**src/lcdcd_pkg.sv**
```systemverilog
// Purpose: Constants for the LCD driver command decoder.
// Assumes: Byte-wide host port, one clock at 10 MHz.
// Notes:   Function
// Function
// - standby forces outputs to ground; active gives off or on waveform
// - format select bit 1 picks 8-bit (1) or 6-bit (0) words
// - format select bit 0 picks 1/26 (1) or 1/18 (0) duty
// - reset gives 8-bit words, 1/18 duty, page counter counting up
// - reset clears page, column and start-line addresses
// - reset: oscillator on, RC mode, quadrupler off, pump at half rate
// - counter mode bit 1 picks page/column, bit 0 picks up/down
// - only the selected counter steps after each data access
// - page command loads low four bits as page address
// - start-line command loads row 0 to 25 as first screen line
// - column command loads low five bits, range 0 to 25
// - contrast command stores 16-level setting, reset is lightest
// - contrast bit 4 drives the voltage quadrupler enable
// - 0x11 starts and 0x10 stops the oscillator clock
// - 0x20 selects RC oscillator, 0x21 external clock
// - pump clock codes 0x40..0x43 pick half, quarter, eighth, full
// - status read packs word length, display on, reset, counter flags
// - data select high writes or reads display RAM at current address
// - key input read returns busy, request and four key sense bits
// - key request flag follows key presses and drives an output pin
// - scan sets each key sense bit whose line saw a pressed key
// - display command bit 1 is display-on, bit 0 display-active
// - column wraps 0..25, page wraps 0..9 or 0..13
// - key output read starts a scan; first result is a dummy

package lcdcd_pkg;
   // Command codes and masks
   localparam logic [7:0] CMD_DISPLAY_STATE_CMD_MASK  = 8'hFC;
   localparam logic [7:0] CMD_DISPLAY_STATE_CMD       = 8'h00;
   localparam logic [7:0] CMD_FMT        = 8'h08;
   localparam logic [7:0] CMD_OSC_OFF    = 8'h10;
   localparam logic [7:0] CMD_OSC_ON     = 8'h11;
   localparam logic [7:0] CMD_OSCILLATOR_MODE_CMD_RC    = 8'h20;
   localparam logic [7:0] CMD_OSCILLATOR_MODE_CMD_EXT   = 8'h21;
   localparam logic [7:0] CMD_PUMP       = 8'h40;
   localparam logic [7:0] CMD_CONTRAST_CMD_MASK  = 8'hE0;
   localparam logic [7:0] CMD_CONTRAST_CMD       = 8'h60;
   localparam logic [7:0] CMD_UDE        = 8'h80;
   localparam logic [7:0] CMD_PAGE_MASK  = 8'hF0;
   localparam logic [7:0] CMD_PAGE       = 8'hE0;
   localparam logic [7:0] CMD_ZMIN       = 8'hA0;
   localparam logic [7:0] CMD_ZMAX       = 8'hB9;
   localparam logic [7:0] CMD_XMIN       = 8'hC0;
   localparam logic [7:0] CMD_XMAX       = 8'hD9;
   // Address limits
   localparam logic [4:0] COL_MAX        = 5'h19;
   localparam logic [3:0] PAGE_MAX_8     = 4'h9;
   localparam logic [3:0] PAGE_MAX_6     = 4'hD;
   localparam int         PAGE_CNT       = 14;
   localparam int         COL_CNT        = 26;
   // Pump clock selections
   localparam logic [1:0] PUMP_HALF      = 2'h0;
   // Reset values
   localparam logic [3:0] CONTRAST_CMD_RST       = 4'h0;
   // Key scan timing: key check rate is oscillator / 32
   localparam int         KEY_DIV        = 32;
   localparam int         KEY_HITS       = 3;
   localparam int         KEY_COLS       = 8;
   // Display output levels
   typedef enum logic [1:0] {
      LCDCD_LVL_VSS = 2'b00,
      LCDCD_LVL_OFF = 2'b01,
      LCDCD_LVL_ON  = 2'b11
   } lcdcd_level_t;
   // Key scan states, Gray from idle through scan to done
   typedef enum logic [1:0] {
      LCDCD_KS_IDLE = 2'b00,
      LCDCD_KS_SCAN = 2'b01,
      LCDCD_KS_DONE = 2'b11
   } lcdcd_ks_t;
endpackage

```
**src/lcdcd_top.sv**
```systemverilog
// Purpose: Host command decoder, display RAM and key scan of an LCD driver.
// Assumes: Host strobes are synchronous one-cycle pulses on REF_CLK_I.
// Notes:   Analog rails, waveform generator and pins beyond flags omitted.
`timescale 1ns/1ps
module lcdcd_top (
   // Clock and reset
   input  wire logic                    REF_CLK_I,
   input  wire logic                    RST_N_I,
   // Host port
   input  wire logic                    KEY_SEL_I,
   input  wire logic                    DATA_SEL_I,
   input  wire logic                    WR_I,
   input  wire logic                    RD_I,
   input  wire logic [7:0]              WDATA_I,
   output logic      [7:0]              RDATA_O,
   // Key matrix
   input  wire logic [3:0]              KEY_SENSE_N_I,
   output logic      [7:0]              KEY_DRIVE_O,
   output logic                         KEY_REQ_O,
   // Configuration outputs
   output lcdcd_pkg::lcdcd_level_t      DISPLAY_STATE_CMD_LEVEL_O,
   output logic                         DUTY_26_O,
   output logic      [4:0]              START_LINE_O,
   output logic      [3:0]              CONTRAST_O,
   output logic                         QUAD_EN_O,
   output logic                         OSC_EN_O,
   output logic                         OSC_EXT_O,
   output logic      [1:0]              PUMP_SEL_O
);
   import lcdcd_pkg::*;

   // Configuration state
   logic       display_state_cmd_on, display_state_cmd_act, word8, duty26, cnt_page, cnt_up;
   logic       quad_en, osc_en, osc_ext;
   logic [1:0] pump_sel;
   logic [3:0] contrast, page;
   logic [4:0] col, zline;
   logic       next_display_state_cmd_on, next_display_state_cmd_act, next_word8, next_duty26;
   logic       next_cnt_page, next_cnt_up, next_quad_en, next_osc_en;
   logic       next_osc_ext;
   logic [1:0] next_pump_sel;
   logic [3:0] next_contrast, next_page;
   logic [4:0] next_col, next_zline;
   logic       rst_seen;
   logic [3:0] page_max;
   logic       cmd_wr, data_acc;

   // Display RAM, one byte per page and column
   logic [7:0] ram [PAGE_CNT*COL_CNT];
   logic [8:0] ram_addr;

   // Key scan state
   lcdcd_ks_t  ks, next_ks;
   logic [4:0] div, next_div;
   logic [2:0] kcol, next_kcol;
   logic [1:0] hits, next_hits;
   logic       req, next_req;
   logic [3:0] ki_res, next_ki_res;
   logic [7:0] ko_res, next_ko_res;
   logic [7:0] rdata, next_rdata;
   logic       tick;

   assign page_max = word8 ? PAGE_MAX_8 : PAGE_MAX_6;
   assign cmd_wr   = WR_I && !KEY_SEL_I && !DATA_SEL_I;
   assign data_acc = (WR_I || RD_I) && !KEY_SEL_I && DATA_SEL_I;
   assign ram_addr = 9'(page * 9'(COL_CNT) + 9'(col));

   // Command decode and address counters
   always_comb begin
      next_display_state_cmd_on  = display_state_cmd_on;
      next_display_state_cmd_act = display_state_cmd_act;
      next_word8    = word8;
      next_duty26   = duty26;
      next_cnt_page = cnt_page;
      next_cnt_up   = cnt_up;
      next_quad_en  = quad_en;
      next_osc_en   = osc_en;
      next_osc_ext  = osc_ext;
      next_pump_sel = pump_sel;
      next_contrast = contrast;
      next_page     = page;
      next_col      = col;
      next_zline    = zline;
      if (cmd_wr) begin
         if ((WDATA_I & CMD_DISPLAY_STATE_CMD_MASK) == CMD_DISPLAY_STATE_CMD) begin
            next_display_state_cmd_on  = WDATA_I[1];
            next_display_state_cmd_act = WDATA_I[0];
         end else if ((WDATA_I & CMD_DISPLAY_STATE_CMD_MASK) == CMD_FMT) begin
            next_word8  = WDATA_I[1];
            next_duty26 = WDATA_I[0];
         end else if (WDATA_I == CMD_OSC_ON) begin
            next_osc_en = 1'b1;
         end else if (WDATA_I == CMD_OSC_OFF) begin
            next_osc_en = 1'b0;
         end else if (WDATA_I == CMD_OSCILLATOR_MODE_CMD_RC) begin
            next_osc_ext = 1'b0;
         end else if (WDATA_I == CMD_OSCILLATOR_MODE_CMD_EXT) begin
            next_osc_ext = 1'b1;
         end else if ((WDATA_I & CMD_DISPLAY_STATE_CMD_MASK) == CMD_PUMP) begin
            next_pump_sel = WDATA_I[1:0];
         end else if ((WDATA_I & CMD_CONTRAST_CMD_MASK) == CMD_CONTRAST_CMD) begin
            next_contrast = WDATA_I[3:0];
            next_quad_en  = WDATA_I[4];
         end else if ((WDATA_I & CMD_DISPLAY_STATE_CMD_MASK) == CMD_UDE) begin
            next_cnt_page = WDATA_I[1];
            next_cnt_up   = WDATA_I[0];
         end else if ((WDATA_I & CMD_PAGE_MASK) == CMD_PAGE) begin
            next_page = WDATA_I[3:0];
         end else if (WDATA_I >= CMD_ZMIN && WDATA_I <= CMD_ZMAX) begin
            next_zline = 5'(WDATA_I - CMD_ZMIN);
         end else if (WDATA_I >= CMD_XMIN && WDATA_I <= CMD_XMAX) begin
            next_col = WDATA_I[4:0];
         end
         // Other codes fall through unchanged
      end else if (data_acc) begin
         // Step the selected counter only
         if (cnt_page) begin
            if (cnt_up) begin
               next_page = (page >= page_max) ? 4'h0 : page + 4'h1;
            end else begin
               next_page = (page == 4'h0) ? page_max : page - 4'h1;
            end
         end else begin
            if (cnt_up) begin
               next_col = (col >= COL_MAX) ? 5'h00 : col + 5'h01;
            end else begin
               next_col = (col == 5'h00) ? COL_MAX : col - 5'h01;
            end
         end
      end
   end

   // Configuration registers with reset defaults
   always_ff @(posedge REF_CLK_I or negedge RST_N_I) begin
      if (!RST_N_I) begin
         display_state_cmd_on  <= 1'b0;
         display_state_cmd_act <= 1'b0;
         word8    <= 1'b1;
         duty26   <= 1'b0;
         cnt_page <= 1'b1;
         cnt_up   <= 1'b1;
         quad_en  <= 1'b0;
         osc_en   <= 1'b1;
         osc_ext  <= 1'b0;
         pump_sel <= PUMP_HALF;
         contrast <= CONTRAST_CMD_RST;
         page     <= 4'h0;
         col      <= 5'h00;
         zline    <= 5'h00;
         rst_seen <= 1'b1;
      end else begin
         display_state_cmd_on  <= next_display_state_cmd_on;
         display_state_cmd_act <= next_display_state_cmd_act;
         word8    <= next_word8;
         duty26   <= next_duty26;
         cnt_page <= next_cnt_page;
         cnt_up   <= next_cnt_up;
         quad_en  <= next_quad_en;
         osc_en   <= next_osc_en;
         osc_ext  <= next_osc_ext;
         pump_sel <= next_pump_sel;
         contrast <= next_contrast;
         page     <= next_page;
         col      <= next_col;
         zline    <= next_zline;
         rst_seen <= 1'b0;
      end
   end

   // Display RAM write port, no reset on contents
   always_ff @(posedge REF_CLK_I) begin
      if (WR_I && !KEY_SEL_I && DATA_SEL_I) begin
         ram[ram_addr] <= WDATA_I;
      end
   end

   // Key check divider: one tick per KEY_DIV clocks
   assign tick = (div == 5'(KEY_DIV - 1));

   // Key scan sequencer
   always_comb begin
      next_ks     = ks;
      next_div    = div + 5'h01;
      next_kcol   = kcol;
      next_hits   = hits;
      next_req    = req;
      next_ki_res = ki_res;
      next_ko_res = ko_res;
      // Press detection on three consecutive checks
      if (tick) begin
         if (KEY_SENSE_N_I != 4'hF) begin
            if (hits == 2'(KEY_HITS - 1)) begin
               next_req = 1'b1;
            end else begin
               next_hits = hits + 2'h1;
            end
         end else begin
            next_hits = 2'h0;
            next_req  = 1'b0;
         end
      end
      case (ks)
         LCDCD_KS_IDLE: begin
            // Key output read starts a scan
            if (RD_I && KEY_SEL_I && DATA_SEL_I) begin
               next_ks     = LCDCD_KS_SCAN;
               next_kcol   = 3'h0;
               next_ki_res = 4'h0;
               next_ko_res = 8'h00;
            end
         end
         LCDCD_KS_SCAN: begin
            if (tick) begin
               // Latch lines pulled low by the driven column
               if (KEY_SENSE_N_I != 4'hF) begin
                  next_ki_res = ki_res | ~KEY_SENSE_N_I;
                  next_ko_res = ko_res | (8'h01 << kcol);
               end
               if (kcol == 3'(KEY_COLS - 1)) begin
                  next_ks = LCDCD_KS_DONE;
               end else begin
                  next_kcol = kcol + 3'h1;
               end
            end
         end
         LCDCD_KS_DONE: begin
            next_ks = LCDCD_KS_IDLE;
         end
         default: begin
            next_ks = LCDCD_KS_IDLE;
         end
      endcase
   end

   always_ff @(posedge REF_CLK_I or negedge RST_N_I) begin
      if (!RST_N_I) begin
         ks     <= LCDCD_KS_IDLE;
         div    <= 5'h00;
         kcol   <= 3'h0;
         hits   <= 2'h0;
         req    <= 1'b0;
         ki_res <= 4'h0;
         ko_res <= 8'h00;
      end else begin
         ks     <= next_ks;
         div    <= next_div;
         kcol   <= next_kcol;
         hits   <= next_hits;
         req    <= next_req;
         ki_res <= next_ki_res;
         ko_res <= next_ko_res;
      end
   end

   // Read data mux, answered the cycle after the strobe
   always_comb begin
      next_rdata = 8'h00;
      if (RD_I) begin
         if (!KEY_SEL_I && !DATA_SEL_I) begin
            next_rdata = {1'b0, word8, display_state_cmd_on, rst_seen,
                          2'b00, cnt_page, cnt_up};
         end else if (!KEY_SEL_I && DATA_SEL_I) begin
            next_rdata = ram[ram_addr];
         end else if (KEY_SEL_I && !DATA_SEL_I) begin
            next_rdata = {2'b00, ks != LCDCD_KS_IDLE,
                          req, ki_res};
         end else begin
            next_rdata = ko_res;
         end
      end
   end

   always_ff @(posedge REF_CLK_I or negedge RST_N_I) begin
      if (!RST_N_I) begin
         rdata <= 8'h00;
      end else begin
         rdata <= next_rdata;
      end
   end

   // Outputs
   assign RDATA_O      = rdata;
   assign KEY_REQ_O    = req;
   assign KEY_DRIVE_O  = (ks == LCDCD_KS_SCAN) ? (8'h01 << kcol) : 8'h00;
   // Standby forces ground, else off or on waveform
   assign DISPLAY_STATE_CMD_LEVEL_O = !display_state_cmd_act ? LCDCD_LVL_VSS :
                         (display_state_cmd_on ? LCDCD_LVL_ON : LCDCD_LVL_OFF);
   assign DUTY_26_O    = duty26;
   assign START_LINE_O = zline;
   assign CONTRAST_O   = contrast;
   assign QUAD_EN_O    = quad_en;
   assign OSC_EN_O     = osc_en;
   assign OSC_EXT_O    = osc_ext;
   assign PUMP_SEL_O   = pump_sel;
endmodule

```
**config.mk**
```make
export PLATFORM = sky130hd
export DESIGN_NAME = lcdcd_top
export DESIGN_NICKNAME = d
export VERILOG_FILES = /design/src/lcdcd_pkg.sv /design/src/lcdcd_top.sv
export SDC_FILE = /design/constraint.sdc
export NUM_CORES = 2
export LEC_CHECK = 0
export BUFFER_PORTS_ARGS = -buffer_cell sky130_fd_sc_hd__buf_2
export CORE_MARGIN = 4
export CORE_UTILIZATION = 30
export CTS_BUF_LIST = sky130_fd_sc_hd__clkbuf_8
export CTS_CLUSTER_SIZE = 25
export DETAILED_ROUTE_END_ITERATION = 10
export SYNTH_ARGS = -nofsm -noshare
export SYNTH_HDL_FRONTEND = slang
export SYNTH_SLANG_ARGS = --single-unit
```
**constraint.sdc**
```tcl
create_clock -name REF_CLK_I -period 4.33 [get_ports REF_CLK_I]
set_input_delay 0.433 -clock REF_CLK_I [delete_from_list [all_inputs] [get_ports REF_CLK_I]]
set_output_delay 0.433 -clock REF_CLK_I [all_outputs]
set_load 0.05 [all_outputs]
```
==> impl_results.md <==
* Period Utilization, post-route at 100%
* Clock tree root driver cell: sky130_fd_sc_hd__clkbuf_8
* Critical R2R Launch: page[1]
* Buffer depth of the longest clock path at 4
* Leading cell type by number of instances after synthesis: sky130_fd_sc_hd__edfxtp_1
* Ratio of cells with drive above 1 in the final layout at 34.8%
* Number of antenna violations at the first check in global routing at 20
* Synthesized Nets at 5623
* Total gr overflow at 0
* CTS tree: built
* Vias after detailed routing at 61887
* Drt via density at 5.07
* Finish-stage setup viols at 0
* Sequential-to-total area share from yosys stat at 76.0%
* Unique cell type count in the Yosys netlist at 78
* Cell Area, Synth at 117000 µm²
* Crit path launch: page[1]
* Final wirelength at 327000 µm
* Hold Path Stages at 5
* Endpoint, Worst Hold: ki_res[1]
* Length of the first detailed-routing pass in iterations at 6
* Crit. End Element: register
* H-tree Lvls at 5
* Row cnt at 229
* Commonest cells post-synth: sky130_fd_sc_hd__edfxtp_1, sky130_fd_sc_hd__mux4_2, sky130_fd_sc_hd__nor2_1
* Die Width at 633 µm
* Terminus of the critical flop-to-flop path: RDATA_O[4]
* Total global routing track utilization at 16.0%
* Total of fill cells in the finished design at 35945
* Floorplan Core Area at 389000 µm²
* CTS clk-pin slew, worst paths at 0.07 ns
* Dominant combinational cell family by area after synthesis: multiplexers
* Fin. max-slew vios at 0
* Final antenna-violating net count at 0
* Height of the die at 633 µm
* Number of buffers added on ports at 51
* Cells on worst reg2reg path at 17
* Synthesized instance count at 5569
* Starting density of the core at 30.1%
* Skew final at 0.0941 ns
* Total half-perimeter wirelength after legalization and detailed placement at 205000 µm
* Maximum number of pins on one net before global-route repair at 193
* CTS buffer count at 471
* Share of synthesized flip-flops with an asynchronous set or reset at 2.12%
* Max cap viols at 0
* Dominant cells by area after synthesis: sky130_fd_sc_hd__edfxtp_1, sky130_fd_sc_hd__mux4_2, sky130_fd_sc_hd__nor2_1
* Data required time at the worst endpoint at 5.31 ns
* Critical path arrival at 5.31 ns
* Final hold slack at 0.206 ns
* Post-Synthesis Mean Instance Area at 21.0 µm²
* Total instance count after detailed placement at 11302
* NumNets Final at 6681
* Timing-limited maximum frequency at 231 MHz
* Hold wc startpoint: KEY_SENSE_N_I[1]
* Later-pin clock latency in the skew report at 1.11 ns
* Area enclosed by the die boundary at 400000 µm²
* Layout area overhead at 18.8%
* Library cell with the largest summed area after synthesis: sky130_fd_sc_hd__edfxtp_1
* Primary flip-flop cell chosen by synthesis mapping: sky130_fd_sc_hd__edfxtp_1
* Hold crit path type: input pin to register
* Crit Path Max Fanout at 17
* Worst Max-Slew Pin Slew at 1.38 ns
* Post-Synth Adder-Cell Area at 0.397%
* Setup repair after global routing missed its margin: true
* Share of synthesized area spent on multiplexers at 16.4%
* Yosys Warn Count at 0
* Final RePlAce weighted congestion at 0.885
* Run status: finished clean
* DRT iter0 DRCs at 7848
* Detailed-route DRC error count at 0
* WS Path Type: register to register
* Slew Limit Headroom at 7.99%
* Area share of the leading cell type in the synthesized netlist at 74.7%
* Basic-gate share of the synthesized area counting and, or, nand and nor cells at 3.56%
* Filler-free cell count of the finished design at 12218
* Average wire per standard cell at 26.8 µm
* Ports at 52
* Flop-to-flop setup slack at 0.002 ns
* Clock net sink count at 2975
* XOR/XNOR Fraction of Synth Area at 0.176%
* Number of enable flip-flop cells after synthesis at 2912
* Element type at the critical path start: register
* First-pass GRT wire length at 469000 µm
* Number of global-route vias before repair at 63245
* Hold violation total from the final report at 0
* Area fraction in compound gates after synthesis at 1.65%
* Number of flip-flops and latches in the synthesized netlist at 2975
* Fin crit period at 4.33 ns
[repair_timing]
item                                    4_1_cts  5_1_grt
resized for setup                            68       46
hold buffers                                 19        0
buffers inserted                             19        9
gates cloned                                  2        0
pin swaps                                     6       11
endpoints found under the hold margin       397        0
endpoints found under the setup margin     2735     1469
[worst max-delay path by stage]
stage	to	slack [ns]	cells after the start
5_1_grt	RDATA_O[4]	-0.06	16
3_5_place_dp	RDATA_O[3]	-0.92	13
6_report	RDATA_O[4]	0.002	17
4_1_cts	ram[336][6]	-0.0007	15
2_1_floorplan	ram[185][0]	-0.009	15
3_3_place_gp	RDATA_O[3]	-0.93	13
[sequential cells by signal (all words and copies together), names as in the netlist, 2 cells and up]
register	flops
START_LINE_O	5
ki_res	4
CONTRAST_O	4
hits	2
div	5
ko_res	8
page	4
PUMP_SEL_O	2
kcol	3
ram	2912
col	5
ks	2
RDATA_O	8
[logic make-up (layout without fill, tap and decap cells)]
group / Yosys count / after routing
flops: 2975 / 2975
simple gates: 1016 / 1017
mux: 904 / 904
buf+inv: 349 / 1792
compound gates: 270 / 270
fa+ha+maj: 36 / 36
xor+xnor: 18 / 19
other cells: 1 / 8
[per-stage QoR]
| step | setup WS [ns] | utilization, % | cell area, µm² | setup TNS, ns |
|---|---|---|---|---|
| global route | -0.0643 | 35.7 | 139000 | -0.105 |
| finish | 0.00161 | 35.7 | 139000 | 0 |
| detailed placement | -0.922 | 33.2 | 129000 | -355.60 |
| floorplan | -0.00897 | - | 117000 | -0.431 |
| CTS | -0.000726 | 35.7 | 139000 | -0.00164 |
| global placement | -0.928 | 33.2 | 129000 | -469.34 |
[critical path: stages (launching register included)]
cell                      delay [ns]
sky130_fd_sc_hd__dfrtp_1        0.38
sky130_fd_sc_hd__inv_1          0.07
sky130_fd_sc_hd__ha_1           0.31
sky130_fd_sc_hd__ha_1           0.29
sky130_fd_sc_hd__ha_1           0.28
sky130_fd_sc_hd__ha_1           0.32
sky130_fd_sc_hd__inv_2          0.07
sky130_fd_sc_hd__a22oi_4        0.23
sky130_fd_sc_hd__buf_4          0.17
sky130_fd_sc_hd__xnor2_4        0.13
sky130_fd_sc_hd__buf_12         0.16
sky130_fd_sc_hd__buf_6          0.26
sky130_fd_sc_hd__nand3_2        0.25
sky130_fd_sc_hd__a31oi_2        0.28
sky130_fd_sc_hd__nand4_1        0.27
sky130_fd_sc_hd__nand3_1        0.26
sky130_fd_sc_hd__nand4_1        0.17
sky130_fd_sc_hd__o31ai_1        0.30
[cell usage in the layout (no fill, tap or decap), types with 18 or more instances in the layout]
cell type and count:
sky130_fd_sc_hd__a21oi_1 49, sky130_fd_sc_hd__a31oi_1 24, sky130_fd_sc_hd__a32oi_1 46, sky130_fd_sc_hd__buf_12 86, sky130_fd_sc_hd__buf_2 42, sky130_fd_sc_hd__buf_4 746
sky130_fd_sc_hd__bufinv_16 24, sky130_fd_sc_hd__clkbuf_8 474, sky130_fd_sc_hd__clkinv_1 144, sky130_fd_sc_hd__clkinv_2 71, sky130_fd_sc_hd__dfrtp_1 56, sky130_fd_sc_hd__dlygate4sd3_1 18
sky130_fd_sc_hd__edfxtp_1 2912, sky130_fd_sc_hd__ha_1 32, sky130_fd_sc_hd__inv_1 133, sky130_fd_sc_hd__mux2_2 21, sky130_fd_sc_hd__mux2i_1 79, sky130_fd_sc_hd__mux4_2 795
sky130_fd_sc_hd__nand2_1 365, sky130_fd_sc_hd__nand2_2 18, sky130_fd_sc_hd__nand3_1 96, sky130_fd_sc_hd__nand4_1 27, sky130_fd_sc_hd__nor2_1 389, sky130_fd_sc_hd__nor2_2 39
sky130_fd_sc_hd__o21ai_0 26
[area by class of cell]
class / instances / area [µm²] / area share, %
clock inverter: 386 / 2430 / 1.75
multi-input combinational: 2247 / 26500 / 19.1
tap: 5197 / 6500 / 4.67
sequential: 2975 / 89000 / 64.0
clock buffer: 474 / 6520 / 4.69
timing repair buffer: 911 / 7970 / 5.73
antenna: 7 / 17.5 / 0.0126
inverter: 21 / 78.8 / 0.0567
[metal layers]
metal / wire, µm / track usage, % / share of wire [%]
met4: 11600 / 5.36 / 3.5
met3: 32900 / 4.13 / 10
met2: 150000 / 24.6 / 46
met5: 58 / 0 / 0.018
met1: 132000 / 22.0 / 40
Power is not shown: default switching activity piles up to over one toggle a cycle in this logic, so the estimate is an artifact.
